===== src/rtl/nfcs_pkg.sv =====
// Purpose: constants for the NOR flash command sequencer host controller
// Assumes: 16-bit word mode or byte mode selected by the width select pin
// Notes: command codes and unlock addresses of the flash command set
package nfcs_pkg;
  localparam int ADDR_W = 20;
  localparam int DATA_W = 16;
  // unlock addresses, word mode then byte mode
  localparam logic [19:0] UNLOCK1_WORD = 20'h00555;
  localparam logic [19:0] UNLOCK2_WORD = 20'h002AA;
  localparam logic [19:0] UNLOCK1_BYTE = 20'h00AAA;
  localparam logic [19:0] UNLOCK2_BYTE = 20'h00555;
  localparam logic [7:0] DATA_UNLOCK1 = 8'hAA;
  localparam logic [7:0] DATA_UNLOCK2 = 8'h55;
  localparam logic [7:0] CMD_PROGRAM = 8'hA0;
  localparam logic [7:0] CMD_IDENT = 8'h90;
  localparam logic [7:0] CMD_ERASE_SETUP = 8'h80;
  localparam logic [7:0] CMD_CHIP_ERASE = 8'h10;
  localparam logic [7:0] CMD_SECTOR_ERASE = 8'h30;
  localparam logic [7:0] CMD_SUSPEND = 8'hB0;
  localparam logic [7:0] CMD_RESUME = 8'h30;
  localparam logic [7:0] CMD_RESET = 8'hF0;
  localparam logic [7:0] CMD_FAST_ENTER = 8'h20;
  localparam logic [7:0] CMD_FAST_EXIT1 = 8'h90;
  localparam logic [7:0] CMD_FAST_EXIT2 = 8'h00;
  // sector select field of the address
  localparam int SECT_HI = 19;
  localparam int SECT_LO = 12;
  // status bit positions on the data bus
  localparam int TIMEOUT_BIT = 5;
  localparam int TOGGLE_BIT = 6;
  localparam int POLL_BIT = 7;
  // bus timing, ns, and cycles at 125 MHz
  localparam int CLK_NS = 8;
  localparam int T_SETUP_NS = 30;
  localparam int T_PULSE_NS = 40;
  localparam int T_READ_NS = 70;
  localparam int SETUP_CYC = (T_SETUP_NS + CLK_NS - 1) / CLK_NS;
  localparam int PULSE_CYC = (T_PULSE_NS + CLK_NS - 1) / CLK_NS;
  localparam int READ_CYC = (T_READ_NS + CLK_NS - 1) / CLK_NS;
  // operation codes on the user port
  typedef enum logic [3:0] {
    NFCS_OP_READ, NFCS_OP_RESET, NFCS_OP_IDENT, NFCS_OP_PROGRAM,
    NFCS_OP_CHIP_ERASE, NFCS_OP_SECTOR_ERASE, NFCS_OP_SUSPEND,
    NFCS_OP_RESUME, NFCS_OP_FAST_ENTER, NFCS_OP_FAST_PROGRAM,
    NFCS_OP_FAST_EXIT, NFCS_OP_WRITE_RAW
  } nfcs_op_t;
endpackage


===== src/rtl/nfcs_host.sv =====
// Purpose: host side controller issuing flash command sequences on pins
// Assumes: one clock mclk at 125 MHz, synchronous active high rst
// Notes: each bus write is one write strobe pulse; chip select stays low for the whole sequence
// What this block does
// - reset command returns flash to array read
// - identification mode held until reset written
// - timeout flag seen, host writes reset; this block only returns the status in rspData, the user issues NFCS_OP_RESET
// - two unlocks plus identification command enter it
// - program is four writes, then internal timer
// - fast program mode uses two-cycle sequence
// - chip erase is six write cycles
// - sector erase six cycles, sector in last
// - resume continues erase, repeated resumes ignored
// - unlock addresses and command codes as listed
`timescale 1ns/1ps
module nfcs_host
  import nfcs_pkg::*;
#(
  parameter int POWERUP_CYC = 5000 // power-up lockout wait in cycles
) (
  input wire logic mclk, // clock
  input wire logic rst, // synchronous reset, active high
  input wire logic reqValid, // user request strobe
  input wire nfcs_op_t reqOp, // requested operation
  input wire logic [ADDR_W-1:0] reqAddr, // target address or sector
  input wire logic [DATA_W-1:0] reqData, // program data or raw command
  input wire logic byteMode, // width select, high for byte mode
  output logic reqReady, // idle and accepting a request
  output logic rspValid, // read or write sequence done, one cycle
  output logic [DATA_W-1:0] rspData, // data read from the flash
  output logic [ADDR_W-1:0] flashAddr, // flash address pins
  output logic [DATA_W-1:0] flashDqOut, // flash data drive value
  output logic flashDqOe, // data pins driven while high
  input wire logic [DATA_W-1:0] flashDqIn, // flash data pins in
  output logic flashCeN, // chip select, active low
  output logic flashWeN, // write strobe, active low
  output logic flashOeN, // output strobe, active low
  output logic flashByteN // width select pin, low for byte
);
  // elaboration check: the lockout counter needs at least one cycle
  if (POWERUP_CYC < 1) $error("POWERUP_CYC must be at least one");

  typedef enum {ST_POWER, ST_IDLE, ST_SETUP, ST_PULSE, ST_HOLD, ST_READ} nfcs_state_t;
  nfcs_state_t state_reg, state_next;
  logic [2:0] step_reg, step_next;
  logic [2:0] steps_reg, steps_next;
  nfcs_op_t op_reg, op_next;
  logic [ADDR_W-1:0] addr_reg, addr_next;
  logic [DATA_W-1:0] data_reg, data_next;
  logic [ADDR_W-1:0] flashAddr_next;
  logic [DATA_W-1:0] flashDqOut_next;
  logic [DATA_W-1:0] rspData_next;
  logic [31:0] cnt_reg, cnt_next;
  logic rspValid_reg, rspValid_next;
  logic byteMode_reg;
  logic [DATA_W-1:0] dqSync1_reg, dqSync2_reg;

  // width select follows the user while idle, held steady through each operation
  always_ff @(posedge mclk) begin
    if (rst) byteMode_reg <= 1'b0;
    else if (state_reg == ST_IDLE) byteMode_reg <= byteMode;
  end

  // data pins come from another timing domain, two flops before use
  always_ff @(posedge mclk) begin
    dqSync1_reg <= flashDqIn;
    dqSync2_reg <= dqSync1_reg;
  end

  // address and data of one bus write within the active sequence
  function automatic logic [ADDR_W+7:0] seqWord(input nfcs_op_t op, input logic [2:0] idx,
      input logic bm, input logic [ADDR_W-1:0] ad, input logic [DATA_W-1:0] dt);
    logic [ADDR_W-1:0] u1;
    logic [ADDR_W-1:0] u2;
    logic [ADDR_W+7:0] w;
    u1 = bm ? UNLOCK1_BYTE : UNLOCK1_WORD;
    u2 = bm ? UNLOCK2_BYTE : UNLOCK2_WORD;
    w = {ad, dt[7:0]};
    if (idx == 3'd0 && op != NFCS_OP_RESET && op != NFCS_OP_SUSPEND &&
        op != NFCS_OP_RESUME && op != NFCS_OP_FAST_PROGRAM &&
        op != NFCS_OP_FAST_EXIT && op != NFCS_OP_WRITE_RAW) w = {u1, DATA_UNLOCK1};
    else if (idx == 3'd1 && op != NFCS_OP_FAST_PROGRAM && op != NFCS_OP_FAST_EXIT)
      w = {u2, DATA_UNLOCK2};
    else if (idx == 3'd3 && (op == NFCS_OP_CHIP_ERASE || op == NFCS_OP_SECTOR_ERASE))
      w = {u1, DATA_UNLOCK1};
    else if (idx == 3'd4) w = {u2, DATA_UNLOCK2};
    else begin
      unique case (op)
        NFCS_OP_RESET: w = {ad, CMD_RESET};
        NFCS_OP_SUSPEND: w = {ad, CMD_SUSPEND};
        NFCS_OP_RESUME: w = {ad, CMD_RESUME};
        NFCS_OP_IDENT: w = {u1, CMD_IDENT};
        NFCS_OP_FAST_ENTER: w = {u1, CMD_FAST_ENTER};
        NFCS_OP_PROGRAM: w = (idx == 3'd2) ? {u1, CMD_PROGRAM} : {ad, dt[7:0]};
        NFCS_OP_FAST_PROGRAM: w = (idx == 3'd0) ? {ad, CMD_PROGRAM} : {ad, dt[7:0]};
        NFCS_OP_FAST_EXIT: w = (idx == 3'd0) ? {ad, CMD_FAST_EXIT1} : {ad, CMD_FAST_EXIT2};
        NFCS_OP_CHIP_ERASE: w = {u1, (idx == 3'd2) ? CMD_ERASE_SETUP : CMD_CHIP_ERASE};
        NFCS_OP_SECTOR_ERASE: w = (idx == 3'd2) ? {u1, CMD_ERASE_SETUP} :
            {ad[SECT_HI:SECT_LO], {SECT_LO{1'b0}}, CMD_SECTOR_ERASE};
        default: w = {ad, dt[7:0]};
      endcase
    end
    return w;
  endfunction

  // count of bus writes per operation
  function automatic logic [2:0] seqLen(input nfcs_op_t op);
    unique case (op)
      NFCS_OP_PROGRAM: return 3'd4;
      NFCS_OP_CHIP_ERASE, NFCS_OP_SECTOR_ERASE: return 3'd6;
      NFCS_OP_IDENT, NFCS_OP_FAST_ENTER: return 3'd3;
      NFCS_OP_FAST_PROGRAM, NFCS_OP_FAST_EXIT: return 3'd2;
      default: return 3'd1;
    endcase
  endfunction

  // sequencer next state: one write per setup, pulse, hold pass
  always_comb begin
    logic [ADDR_W+7:0] w;
    w = seqWord(op_reg, step_reg, byteMode_reg, addr_reg, data_reg);
    state_next = state_reg;
    step_next = step_reg;
    steps_next = steps_reg;
    op_next = op_reg;
    addr_next = addr_reg;
    data_next = data_reg;
    cnt_next = (cnt_reg == 32'd0) ? 32'd0 : cnt_reg - 32'd1;
    rspValid_next = 1'b0;
    rspData_next = rspData;
    flashAddr_next = flashAddr;
    flashDqOut_next = flashDqOut;
    unique case (state_reg)
      ST_POWER: begin
        if (cnt_reg == 32'd0) state_next = ST_IDLE;
      end
      ST_IDLE: begin
        if (reqValid) begin
          op_next = reqOp;
          addr_next = reqAddr;
          data_next = reqData;
          step_next = 3'd0;
          steps_next = seqLen(reqOp);
          flashAddr_next = reqAddr;
          state_next = (reqOp == NFCS_OP_READ) ? ST_READ : ST_SETUP;
          cnt_next = (reqOp == NFCS_OP_READ) ? 32'(READ_CYC) : 32'(SETUP_CYC);
        end
      end
      ST_SETUP: begin
        // address settles before the write strobe falls so that later fall latches it
        flashAddr_next = w[ADDR_W+7:8];
        flashDqOut_next = {8'h00, w[7:0]};
        if (op_reg == NFCS_OP_WRITE_RAW || ((op_reg == NFCS_OP_PROGRAM ||
            op_reg == NFCS_OP_FAST_PROGRAM) && step_reg == steps_reg - 3'd1))
          flashDqOut_next = byteMode_reg ? {8'h00, data_reg[7:0]} : data_reg;
        if (cnt_reg == 32'd0) begin
          state_next = ST_PULSE;
          cnt_next = 32'(PULSE_CYC);
        end
      end
      ST_PULSE: begin
        if (cnt_reg == 32'd0) begin
          state_next = ST_HOLD;
          cnt_next = 32'(SETUP_CYC);
        end
      end
      ST_HOLD: begin
        if (cnt_reg == 32'd0) begin
          if (step_reg == steps_reg - 3'd1) begin
            state_next = ST_IDLE;
            rspValid_next = 1'b1;
          end else begin
            step_next = step_reg + 3'd1;
            state_next = ST_SETUP;
            cnt_next = 32'(SETUP_CYC);
          end
        end
      end
      ST_READ: begin
        if (cnt_reg == 32'd0) begin
          rspData_next = dqSync2_reg; // status bits visible here
          rspValid_next = 1'b1;
          state_next = ST_IDLE;
        end
      end
    endcase
  end

  // sequencer registers
  always_ff @(posedge mclk) begin
    if (rst) begin
      state_reg <= ST_POWER;
      step_reg <= 3'd0;
      steps_reg <= 3'd1;
      op_reg <= NFCS_OP_READ;
      addr_reg <= '0;
      data_reg <= '0;
      cnt_reg <= 32'(POWERUP_CYC);
      rspValid_reg <= 1'b0;
      rspData <= '0;
      flashAddr <= '0;
      flashDqOut <= '0;
    end else begin
      state_reg <= state_next;
      step_reg <= step_next;
      steps_reg <= steps_next;
      op_reg <= op_next;
      addr_reg <= addr_next;
      data_reg <= data_next;
      cnt_reg <= cnt_next;
      rspValid_reg <= rspValid_next;
      rspData <= rspData_next;
      flashAddr <= flashAddr_next;
      flashDqOut <= flashDqOut_next;
    end
  end

  // strobes: chip select spans the whole write, write strobe only the pulse
  assign reqReady = (state_reg == ST_IDLE);
  assign rspValid = rspValid_reg;
  assign flashCeN = (state_reg == ST_POWER || state_reg == ST_IDLE);
  assign flashWeN = !(state_reg == ST_PULSE);
  assign flashOeN = !(state_reg == ST_READ);
  assign flashDqOe = (state_reg == ST_SETUP || state_reg == ST_PULSE || state_reg == ST_HOLD);
  assign flashByteN = !byteMode_reg;
endmodule


===== config.mk =====
export PLATFORM = sky130hd
export DESIGN_NAME = nfcs_host
export DESIGN_NICKNAME = d
export VERILOG_FILES = /design/src/rtl/nfcs_pkg.sv /design/src/rtl/nfcs_host.sv
export SDC_FILE = /design/constraint.sdc
export NUM_CORES = 1
export LEC_CHECK = 0
export ABC_CLOCK_PERIOD_IN_PS = 3400
export BUFFER_PORTS_ARGS = -buffer_cell sky130_fd_sc_hd__buf_2
export CAP_MARGIN = 5
export CORE_AREA = 2 2 115 117
export CTS_CLUSTER_DIAMETER = 30
export DETAILED_ROUTE_END_ITERATION = 8
export DIE_AREA = 0 0 117 119
export GPL_TIMING_DRIVEN = 0
export PLACE_DENSITY_LB_ADDON = 0.3
export SLEW_MARGIN = 20
export SYNTH_ARGS = -nofsm -noshare
export SYNTH_HDL_FRONTEND = slang
export SYNTH_SLANG_ARGS = --single-unit

===== constraint.sdc =====
create_clock -name mclk -period 3.4 [get_ports mclk]
set_input_delay 0.17 -clock mclk [delete_from_list [all_inputs] [get_ports mclk]]
set_output_delay 0.17 -clock mclk [all_outputs]
set_load 0.01 [all_outputs]

==> results of run 1 <==
## per-stage QoR
stage	total power [mW]	hold WS [ps]	instances	instance area (um2)
6_report	4.07	-8.74	1165	8730
2_1_floorplan	2.12	198	805	6970
3_3_place_gp	2.18	272	1097	7770
3_5_place_dp	2.18	274	1097	7770
5_1_grt	4.18	8.91	1165	8730
4_1_cts	4.07	0.715	1165	8730
## cells by family after synthesis
kind of cell	share of synthesized area [%]
simple gates	19.5
compound gates	19.9
flops	48.0
buf+inv	4.70
xor+xnor	4.11
mux	2.30
fa+ha+maj	1.44
## final cells by class
class                   count  area share (%)
clock inverters            10            1.39
clock buffers              20            5.23
plain buffers              52            2.85
well taps                 176            2.52
repair buffers            154            11.0
multi-input cells         565            37.8
inverters                  21           0.903
flip-flops and latches    167            38.3
## routing by layer
layer	track usage [%]	up-vias	wire [um]
li1	-	3171	-
met1	34.0	3064	7710
met2	43.9	249	8970
met3	7.18	36	1390
met4	10.2	0	421
met5	0	-	0
## tightest hold or removal path: cells and delay by family
family,cells,cell delay [ps]
buf+inv,1,90
simple gates,1,60
compound gates,1,60
## placed cells by master, fill, tap and decap left out, types with 16 or more instances in the layout
cell,n
dfxtp_1,167
buf_2,117
nand2_1,115
nor2_1,95
a21oi_1,84
clkbuf_1,44
dlygate4sd3_1,40
inv_1,21
xnor2_1,21
nor3_1,19
o21ai_0,19
a211oi_1,17
clkbuf_16,17
mux2i_1,16
## path summary, 6_finish.rpt
check / startpoint / end / slack (ps)
setup reg to reg: state_reg[0] / steps_reg[1] / 280
hold reg to reg: dqSync1_reg[5] / dqSync2_reg[5] / 330
hold / removal: reqData[7] / data_reg[7] / -9
setup / recovery: state_reg[0] / steps_reg[1] / 280
## power by group through the flow
stage                     Sequential [mW]  Combinational (mW)  Clock (mW)
after global placement               2.05               0.133           0
after global routing                 2.01               0.189        1.99
after detailed placement             2.05               0.135           0
after floorplan                      2.04              0.0768           0
after CTS                            2.01               0.170        1.89
final                                2.01               0.172        1.89
==> metrics.yaml, run 1 <==
yosys:
  ys_types: 66
  netlist_area_mm2: 0.00697
  synth.top_cells.by_area: "dfxtp_1 (48%), nand2_1 (6.2%), a21oi_1 (6.0%), nor2_1 (5.1%), xnor2_1 (2.6%)"
  ys.flop_type: "dfxtp_1"
  yosysTopAreaCell: "dfxtp_1"
  synth.avg_cell_area_um2: 8.66
  yosysTopAreaCellShare_pct: 48.0
  ys.warnings.count: 0
  ys_seq_area_share_pct: 48.0
  yosysMostFrequentCell: "dfxtp_1"
  ys_async_sr_fraction_pct: 0
  syn_inst: 805
  syn_nets: 873
  synth-edff-count: 0
  ys_top_cells_by_count: "dfxtp_1 (167), nand2_1 (115), nor2_1 (95)"
  ys_ff_latch: 167
placed_design:
  portBuffers: 116
  gp_congestion: 0.934
  place_ws_ps: 279
  place_hpwl_um: 12600
grt:
  grt_pass1_vias: 6190
  grt_overflow_total: 0
  grt_usage_pct: 27.0
  grt_pass1_wl_um: 29500
  grt_antenna_before_repair: 0
  grt_max_degree: 17
sta:
  setup-violations-final: 0
  report.final.slew_viol_count: 0
  whs_ps: -8.74
  fmax_mhz: 321
  rsz0062_at_grt: "false"
  worstMarginPinSlew_ps: 1070
  min_period_ps: 3120
  fin_tns_setup_ps: 0
  clock_skew_ps: 14.9
  fin_crit_sh_pct: 91.7
  max_slew_margin_pct: 28.0
  final-hold-violation-count: 2
  finalWorstSetupSlack_ps: 283
critical_path:
  reg2reg_depth: 9
  cp.required_ps: 3700
  cp_max_fo: 10
  endpoint_kind: "flop"
  cp.depth: 9
  cpPeakStageDelay_ps: 630
  path_class: "flop to flop"
  crit_top_cell: "clkbuf_1"
  slowest_stage: "nor3b_1"
  cp-start-kind: "flop"
  cp_cell_sequence: "buf_4 > nor3b_1 > and2_1 > clkbuf_1 > clkbuf_1 > clkbuf_1 > o221ai_1 > o21ai_0 > nor2_1"
  critPathBufInv: 4
  worst_ep_arrival_time_ps: 3410
  cp_top_family: "buffers and inverters"
power_and_ir_drop:
  p_int_mw: 3.19
  combPwrFrac_pct: 4.2
  clkPwrFrac_pct: 46.5
  vdd_drop_max_v: 0.000402
  p_switching_mw: 0.874
  p_leak_nw: 3.50
  swShare_pct: 21.5
  pwr-share-seq_pct: 49.3
  cellPowerDensity_mw_per_mm2: 466
drt:
  drcViolationCount: 0
  drt-pass1-iter-count: 5
  viasPerCell: 5.60
  vias: 6520
  ant_nets: 0
  wl_per_cell_um: 15.9
  totalWireLength_um: 18500
  drtIter0Drc: 532
min_path:
  hp-class: "input pin to flop"
  hold_depth: 3
clock_tree:
  clkTransAtPathRegs_ps: 60
  cts_buffers: 17
  clockRootBuffer: "clkbuf_16"
  postCtsHoldBufs: 38
  insertion_delay_ps: 440
  cts-htree-levels: 4
  cts_sinks: 167
  cts-resized-gates: 0
  cts_setup_buffers: 0
  cts_tree: "yes"
  clock_path_buffers: 2
die:
  fp.dieArea_mm2: 0.0139
  start_util_pct: 54.1
  die_x_um: 117
  coreArea_mm2: 0.0129
  fp-row-count: 42
  die_y_um: 119
  ios: 119
final_layout:
  fill_cells: 1052
  diodes: 0
  fin_nets: 1046
  largest_reg_flops: 32
  areaGrowthSynthToFinish_pct: 25.3
  register_area_mm2: 0.00334
  multi_input_area_mm2: 0.00330
  postLayoutCoreUtil_pct: 67.8
  layout-drive-gt1-share_pct: 16.5
status:
  status: "complete, but fails checks"
  violations: "hold timing"
run:
  cap_viol_max_count: 0
No activity file was read; power rests on OpenSTA's default activity.
==> inputs of run 2 (changes only) <==
--- a/config.mk
+++ b/config.mk
@@ -13,6 +13,7 @@
 export DETAILED_ROUTE_END_ITERATION = 8
 export DIE_AREA = 0 0 117 119
 export GPL_TIMING_DRIVEN = 0
+export MAX_ROUTING_LAYER = met4
 export PLACE_DENSITY_LB_ADDON = 0.3
 export SLEW_MARGIN = 20
 export SYNTH_ARGS = -nofsm -noshare
==> run 2 against run 1 <==
  * The run now ends clean
  * Critical path depth did not move
  * Count of clock-buffer cells in the layout fell by 2
  * Hold slack improved by 14 ps
  * Die area did not move
  * Via count fell by 1.0%
  * First-iteration DRC count fell by 15%
  * Fmax fell by 3.2%
  * Register-to-register slack got worse by 100 ps
  * Clock power fell by 5%
  * Core utilization fell by 0.13 points
  * Critical path type unchanged
  * Largest cell class unchanged
==> metrics.yaml, run 2 (same netlist as run 1, synthesis figures left out) <==
final_layout:
  final_common_cell: "dfxtp_1"
  design_area_mm2: 0.00872  # -0.19%
  diodes: 0  # unchanged
  fill_cells: 1044  # -0.76%
  areaGrowthSynthToFinish_pct: 25.1
  multi_input_area_mm2: 0.00331  # +0.15%
  largest_reg_flops: 32  # unchanged
  postLayoutCoreUtil_pct: 67.7  # -0.13 points
  register_area_mm2: 0.00334  # unchanged
  final_cells: 1167  # +0.17%
  fin_nets: 1046  # unchanged
  layout_common_cells: "dfxtp_1 (167), buf_2 (117), nand2_1 (115)"
  layout-drive-gt1-share_pct: 16.9  # +0.37 points
grt:
  grt_max_degree: 17  # unchanged
  grt_usage_pct: 27.9  # +0.93 points
  grt_antenna_before_repair: 0  # unchanged
  grt_overflow_total: 0  # unchanged
  grt_pass1_wl_um: 29700  # +0.51%
  grt_pass1_vias: 6235  # +0.73%
power_and_ir_drop:
  cellPowerDensity_mw_per_mm2: 456  # -2.2%
  p_total_mw: 3.97  # -2.4%
  vdd_drop_max_v: 0.000411  # +2.0%
  p_leak_nw: 3.48  # -0.67%
critical_path:
  cp-start-kind: "flop"
  slowest_stage: "nor3b_1"
  path_class: "flop to flop"
  cp_cell_sequence: "buf_4 > nor3b_1 > and2_1 > clkbuf_1 > clkbuf_1 > clkbuf_1 > o221ai_1 > o21ai_0 > nor2_1"
  cpPeakStageDelay_ps: 630  # about the same
  worst_ep_arrival_time_ps: 3510  # +100 ps
  crit_top_cell: "clkbuf_1"
  endpoint_kind: "flop"
  cp.required_ps: 3690  # about the same
  cp_max_fo: 10  # unchanged
sta:
  finalWorstSetupSlack_ps: 180  # -103 ps
  clock_skew_ps: 7.90  # -7.02 ps
  min_period_ps: 3220  # +103 ps
  worstMarginPinSlew_ps: 905  # -167 ps
  fmax_mhz: 311  # -3.2%
  fin_tns_setup_ps: 0  # unchanged
  rsz0062_at_grt: "false"
  max_slew_margin_pct: 38.9  # +11 points
  setup-violations-final: 0  # unchanged
  fin_crit_sh_pct: 94.7  # +3.0 points
  report.final.slew_viol_count: 0  # unchanged
  whs_ps: 4.92  # +13.7 ps
  final-hold-violation-count: 0  # -2
drt:
  ant_nets: 0  # unchanged
  vias: 6454  # -1.0%
  viasPerCell: 5.53  # -1.2%
  totalWireLength_um: 18400  # -0.51%
  drt-pass1-iter-count: 9  # +4
  wl_per_cell_um: 15.8  # -0.68%
  drtIter0Drc: 453  # -15%
  drcViolationCount: 0  # unchanged
placed_design:
  place_area_mm2: 0.00777  # unchanged
  gp_congestion: 0.959  # +2.8%
  place_hpwl_um: 12600  # -0.16%
  place_ws_ps: 253  # -26.0 ps
  dp.cells: 1097  # unchanged
  portBuffers: 116  # unchanged
min_path:
  hp-class: "input pin to flop"
die:
  die_y_um: 119  # unchanged
  start_util_pct: 54.1  # unchanged
  coreArea_mm2: 0.0129  # unchanged
  die_x_um: 117  # unchanged
  fp-row-count: 42  # unchanged
  fp.dieArea_mm2: 0.0139  # unchanged
  ios: 119  # unchanged
clock_tree:
  cts_sinks: 167  # unchanged
  clock_path_buffers: 2  # unchanged
  cts-htree-levels: 4  # unchanged
  clkTransAtPathRegs_ps: 70  # about the same
  clockRootBuffer: "clkbuf_16"
  insertion_delay_ps: 430  # about the same
  cts_buffers: 17  # unchanged
  cts_tree: "yes"
status:
  status: "completed"
run:
  cap_viol_max_count: 0  # unchanged
-- run 2: cell count changes in the layout (fill, tap and decap cells not counted), sizes merged --
| cell | change |
|---|---|
| bufinv | -2 |
| clkbuf | -2 |
| inv | +2 |
| clkinvlp | +4 |
-- run 2: metal layers --
layer	vias to the layer above	part of all wire, %	global-route usage (%)
met5	-	0	-
li1	3167	-	-
met4	0	2.4	11.4
met2	223	49	43.2
met1	3021	42	34.6
met3	43	6.7	7.28
-- run 2: final timing paths --
check,start,slack (ps),end,cells after the start
setup / recovery,state_reg[0],180,steps_reg[1],9
hold / removal,reqAddr[7],5,addr_reg[7],3
setup reg to reg,state_reg[0],180,steps_reg[1],9
hold reg to reg,dqSync1_reg[6],330,dqSync2_reg[6],0
-- run 2: power breakdown --
| part | switching, mW | total [mW] | leakage [nW] | internal, mW |
|---|---|---|---|---|
| logic | 0.0845 | 0.172 | 1.86 | 0.0872 |
| registers | 0.0164 | 2.01 | 1.36 | 1.99 |
| clock network | 0.825 | 1.79 | 0.259 | 0.969 |
| total | 0.926 | 3.97 | 3.48 | 3.04 |
-- run 2: worst max-delay path: cells and delay by family (launching register included) --
kind	cells	cell delay (ps)
compound gates	2	360
buf+inv	4	1500
flops	1	320
simple gates	3	910
-- run 2: cell type report --
| type | count | area share [%] |
|---|---|---|
| Buffer | 52 | 2.86 |
| Inverter | 21 | 0.904 |
| Clock inverter | 14 | 1.35 |
| Timing Repair Buffer | 154 | 11.0 |
| Sequential cell | 167 | 38.4 |
| Multi-Input combinational cell | 565 | 38.0 |
| Clock buffer | 18 | 5.04 |
| Tap cell | 176 | 2.53 |
-- run 2: repair_timing --
action | CTS | global route
hold buffers | 38 | 0
gates resized for setup | 0 | 0
hold endpoints to repair | 38 | 0
buffers inserted | 0 | 0
==> inputs of run 3 (changes only) <==
--- a/config.mk
+++ b/config.mk
@@ -5,13 +5,14 @@
 export SDC_FILE = /design/constraint.sdc
 export NUM_CORES = 1
 export LEC_CHECK = 0
+export ABC_AREA = 1
 export ABC_CLOCK_PERIOD_IN_PS = 3400
 export BUFFER_PORTS_ARGS = -buffer_cell sky130_fd_sc_hd__buf_2
 export CAP_MARGIN = 5
-export CORE_AREA = 2 2 115 117
+export CORE_AREA = 8 8 131 133
 export CTS_CLUSTER_DIAMETER = 30
 export DETAILED_ROUTE_END_ITERATION = 8
-export DIE_AREA = 0 0 117 119
+export DIE_AREA = 0 0 139 141
 export GPL_TIMING_DRIVEN = 0
 export MAX_ROUTING_LAYER = met4
 export PLACE_DENSITY_LB_ADDON = 0.3
==> run 3 against run 2 <==
  * Synthesized area is 6.0% higher
  * Die area up 41%
  * Cell count increased by 21%
  * Largest cell class is now multi-input combinational cells
  * First-iteration DRC count is 40% higher
  * Worst setup slack gained 860 ps
  * Critical path depth increased by 4
==> metrics.yaml, run 3 <==
status:
  status: "completed"
critical_path:
  cp.required_ps: 3700  # about the same
  r2r_slack_ps: 1040  # +860 ps
  cp_max_fo: 10  # unchanged
  reg2reg_from: "step_reg[0]"
  reg2reg_to: "flashAddr[8]"
  worst_ep_arrival_time_ps: 2660  # -850 ps
  endpoint_kind: "flop"
  cp-start-kind: "flop"
  critical_path.startpoint: "step_reg[0]"
  path_class: "flop to flop"
  crit_end: "flashAddr[8]"
  reg2reg_depth: 13  # +4
clock_tree:
  clock_path_buffers: 2  # unchanged
  clockRootBuffer: "clkbuf_16"
  cts_buffers: 17  # unchanged
  clkTransAtPathRegs_ps: 70  # about the same
  insertion_delay_ps: 430  # about the same
  cts-htree-levels: 4  # unchanged
  cts_tree: "yes"
  cts_sinks: 167  # unchanged
sta:
  max_slew_margin_pct: 56.4  # +18 points
  final-hold-violation-count: 0  # unchanged
  fin_crit_sh_pct: 69.3  # -25 points
  setup-violations-final: 0  # unchanged
  fmax_mhz: 425  # +37%
  rsz0062_at_grt: "false"
  clock_skew_ps: 10.7  # +2.85 ps
  fin_tns_setup_ps: 0  # unchanged
  worstMarginPinSlew_ps: 653  # -251 ps
  min_period_ps: 2360  # -865 ps
  finalWorstSetupSlack_ps: 1040  # +865 ps
  report.final.slew_viol_count: 0  # unchanged
yosys:
  ys.flop_type: "dfxtp_1"
  ys_seq_area_share_pct: 45.2  # -2.7 points
  synth_top_family_by_area: "simple AND/OR/NAND/NOR gates"
  yosysMostFrequentCell: "nand2_1"
  synth-edff-count: 0  # unchanged
  synthAdderAreaFrac_pct: 1.35  # -0.082 points
  synth_xor_xnor_area_share_pct: 3.44  # -0.67 points
  synth.area.mux_share_pct: 0  # -2.3 points
  netlist_area_mm2: 0.00739  # +6.0%
  yosys.area_share.simple_pct: 30.4  # +11 points
  syn_nets: 1114  # +28%
  synth.top_cells.by_area: "dfxtp_1 (45%), nand2_1 (16%), a21oi_1 (7.7%), nor2_1 (6.0%), o21ai_0 (3.7%)"
  synth.avg_cell_area_um2: 7.06  # -18%
  ys_ff_latch: 167  # unchanged
  ys_top_cells_by_count: "nand2_1 (324), dfxtp_1 (167), nor2_1 (118)"
  yosysTopAreaCell: "dfxtp_1"
  syn_inst: 1046  # +30%
  synth_compound_area_share_pct: 13.9  # -6.1 points
  yosysTopAreaCellShare_pct: 45.2  # -2.7 points
  ys.warnings.count: 0  # unchanged
  ys_async_sr_fraction_pct: 0  # unchanged
  ys_types: 40  # -39%
drt:
  totalWireLength_um: 20400  # +11%
  drcViolationCount: 0  # unchanged
  drtIter0Drc: 635  # +40%
  vias: 7366  # +14%
  ant_nets: 0  # unchanged
  viasPerCell: 5.21  # -5.7%
  wl_per_cell_um: 14.5  # -8.2%
  drt-pass1-iter-count: 6  # -3
final_layout:
  layout_common_cells: "nand2_1 (324), dfxtp_1 (167), buf_2 (128)"
  layout-drive-gt1-share_pct: 15.8  # -1.0 points
  fin_nets: 1280  # +22%
  final_cells: 1413  # +21%
  diodes: 0  # unchanged
  areaGrowthSynthToFinish_pct: 23.2
  largest_reg_flops: 32  # unchanged
  final_common_cell: "nand2_1"
  fill_cells: 1378  # +32%
  postLayoutCoreUtil_pct: 60.8  # -6.9 points
placed_design:
  portBuffers: 118  # +1.7%
  place_hpwl_um: 14700  # +17%
  gp_congestion: 0.929  # -3.1%
  dp.cells: 1352  # +23%
  place_ws_ps: 1100  # +852 ps
die:
  fp.dieArea_mm2: 0.0196  # +41%
  die_y_um: 141  # +18%
  die_x_um: 139  # +19%
  fp-row-count: 45  # +7.1%
  coreArea_mm2: 0.0150  # +16%
  start_util_pct: 49.3  # -4.8 points
  ios: 119  # unchanged
min_path:
  hp-class: "input pin to flop"
grt:
  grt_overflow_total: 0  # unchanged
  grt_pass1_vias: 6864  # +10%
  grt_usage_pct: 21.2  # -6.7 points
  grt_max_degree: 18  # +1
  grt_pass1_wl_um: 33300  # +12%
  grt_antenna_before_repair: 0  # unchanged
power_and_ir_drop:
  cellPowerDensity_mw_per_mm2: 741  # +63%
  vdd_drop_max_v: 0.000607  # +48%
  p_total_mw: 6.75  # +70%
  p_leak_nw: 4.22  # +21%
run:
  cap_viol_max_count: 0  # unchanged
[run 3: worst min path at each step]
stage / to / depth (start not counted) / slack (ps) / startpoint
floorplan: dqSync1_reg[0] / 0 / 200 / flashDqIn[0]
global placement: dqSync1_reg[4] / 1 / 270 / flashDqIn[4]
finish: addr_reg[11] / 3 / 6 / reqAddr[11]
detailed placement: dqSync1_reg[5] / 1 / 270 / flashDqIn[5]
CTS: addr_reg[12] / 3 / 0.8 / reqAddr[12]
global route: addr_reg[16] / 3 / 4 / reqAddr[16]
[run 3: per-layer routing]
layer	vias to the layer above	part of all wire, %	wire length [um]	global-route usage [%]
met5	-	0	0	-
met4	0	1.7	351	6.70
met3	32	6.4	1320	5.37
met2	252	47	9560	34.2
met1	3340	45	9210	25.8
li1	3742	-	-	-
[run 3: power breakdown]
part | total, mW | switching [mW] | internal (mW)
Sequential | 2.38 | 0.174 | 2.21
Combinational | 2.41 | 1.61 | 0.809
Clock | 1.95 | 0.881 | 1.07
Total | 6.75 | 2.66 | 4.09
[run 3: layout make-up]
class                           instances  area (um2)  share of cell area, %
Buffer                                 40         166                   1.83
Clock buffer                           18         439                   4.83
Clock inverter                         14         156                   1.72
Inverter                               67         251                   2.76
Multi-Input combinational cell        772        3630                   39.9
Sequential cell                       167        3340                   36.7
Tap cell                              188         235                   2.58
Timing Repair Buffer                  147         881                   9.68
[run 3: kinds of logic (layout without fill, tap and decap cells)]
logic type               Yosys count  in the layout
AO/OA/AOI/OAI                    194            194
XOR/XNOR                          29             29
adder cells (fa/ha/maj)            8              8
buffers and inverters            107            286
flip-flops                       167            167
AND/OR/NAND/NOR                  541            541
[run 3: stage by stage]
| stage | area [um2] | hold WS, ps |
|---|---|---|
| after floorplan | 7390 | 198 |
| after global placement | 8220 | 272 |
| after detailed placement | 8220 | 274 |
| after CTS | 9100 | 0.756 |
| after global routing | 9100 | 3.54 |
| final | 9100 | 5.74 |
[run 3: critical path, cell delays in order, from the launching register on]
cell and delay (ps):
dfxtp_1 380, inv_1 130, ha_1 240, nand2_1 190
clkinv_1 310, clkbuf_1 330, a21oi_1 200, nand4_1 110
nand2_1 80, nand2_1 50, nand2_1 50, nand2_1 50
nand2_1 60, a21oi_1 50
[run 3: timing repair]
item	in CTS	in global routing
resized for setup	0	0
buffers inserted	0	0
setup endpoints to repair	0	0
hold buffers	29	0
hold endpoints to repair	29	0
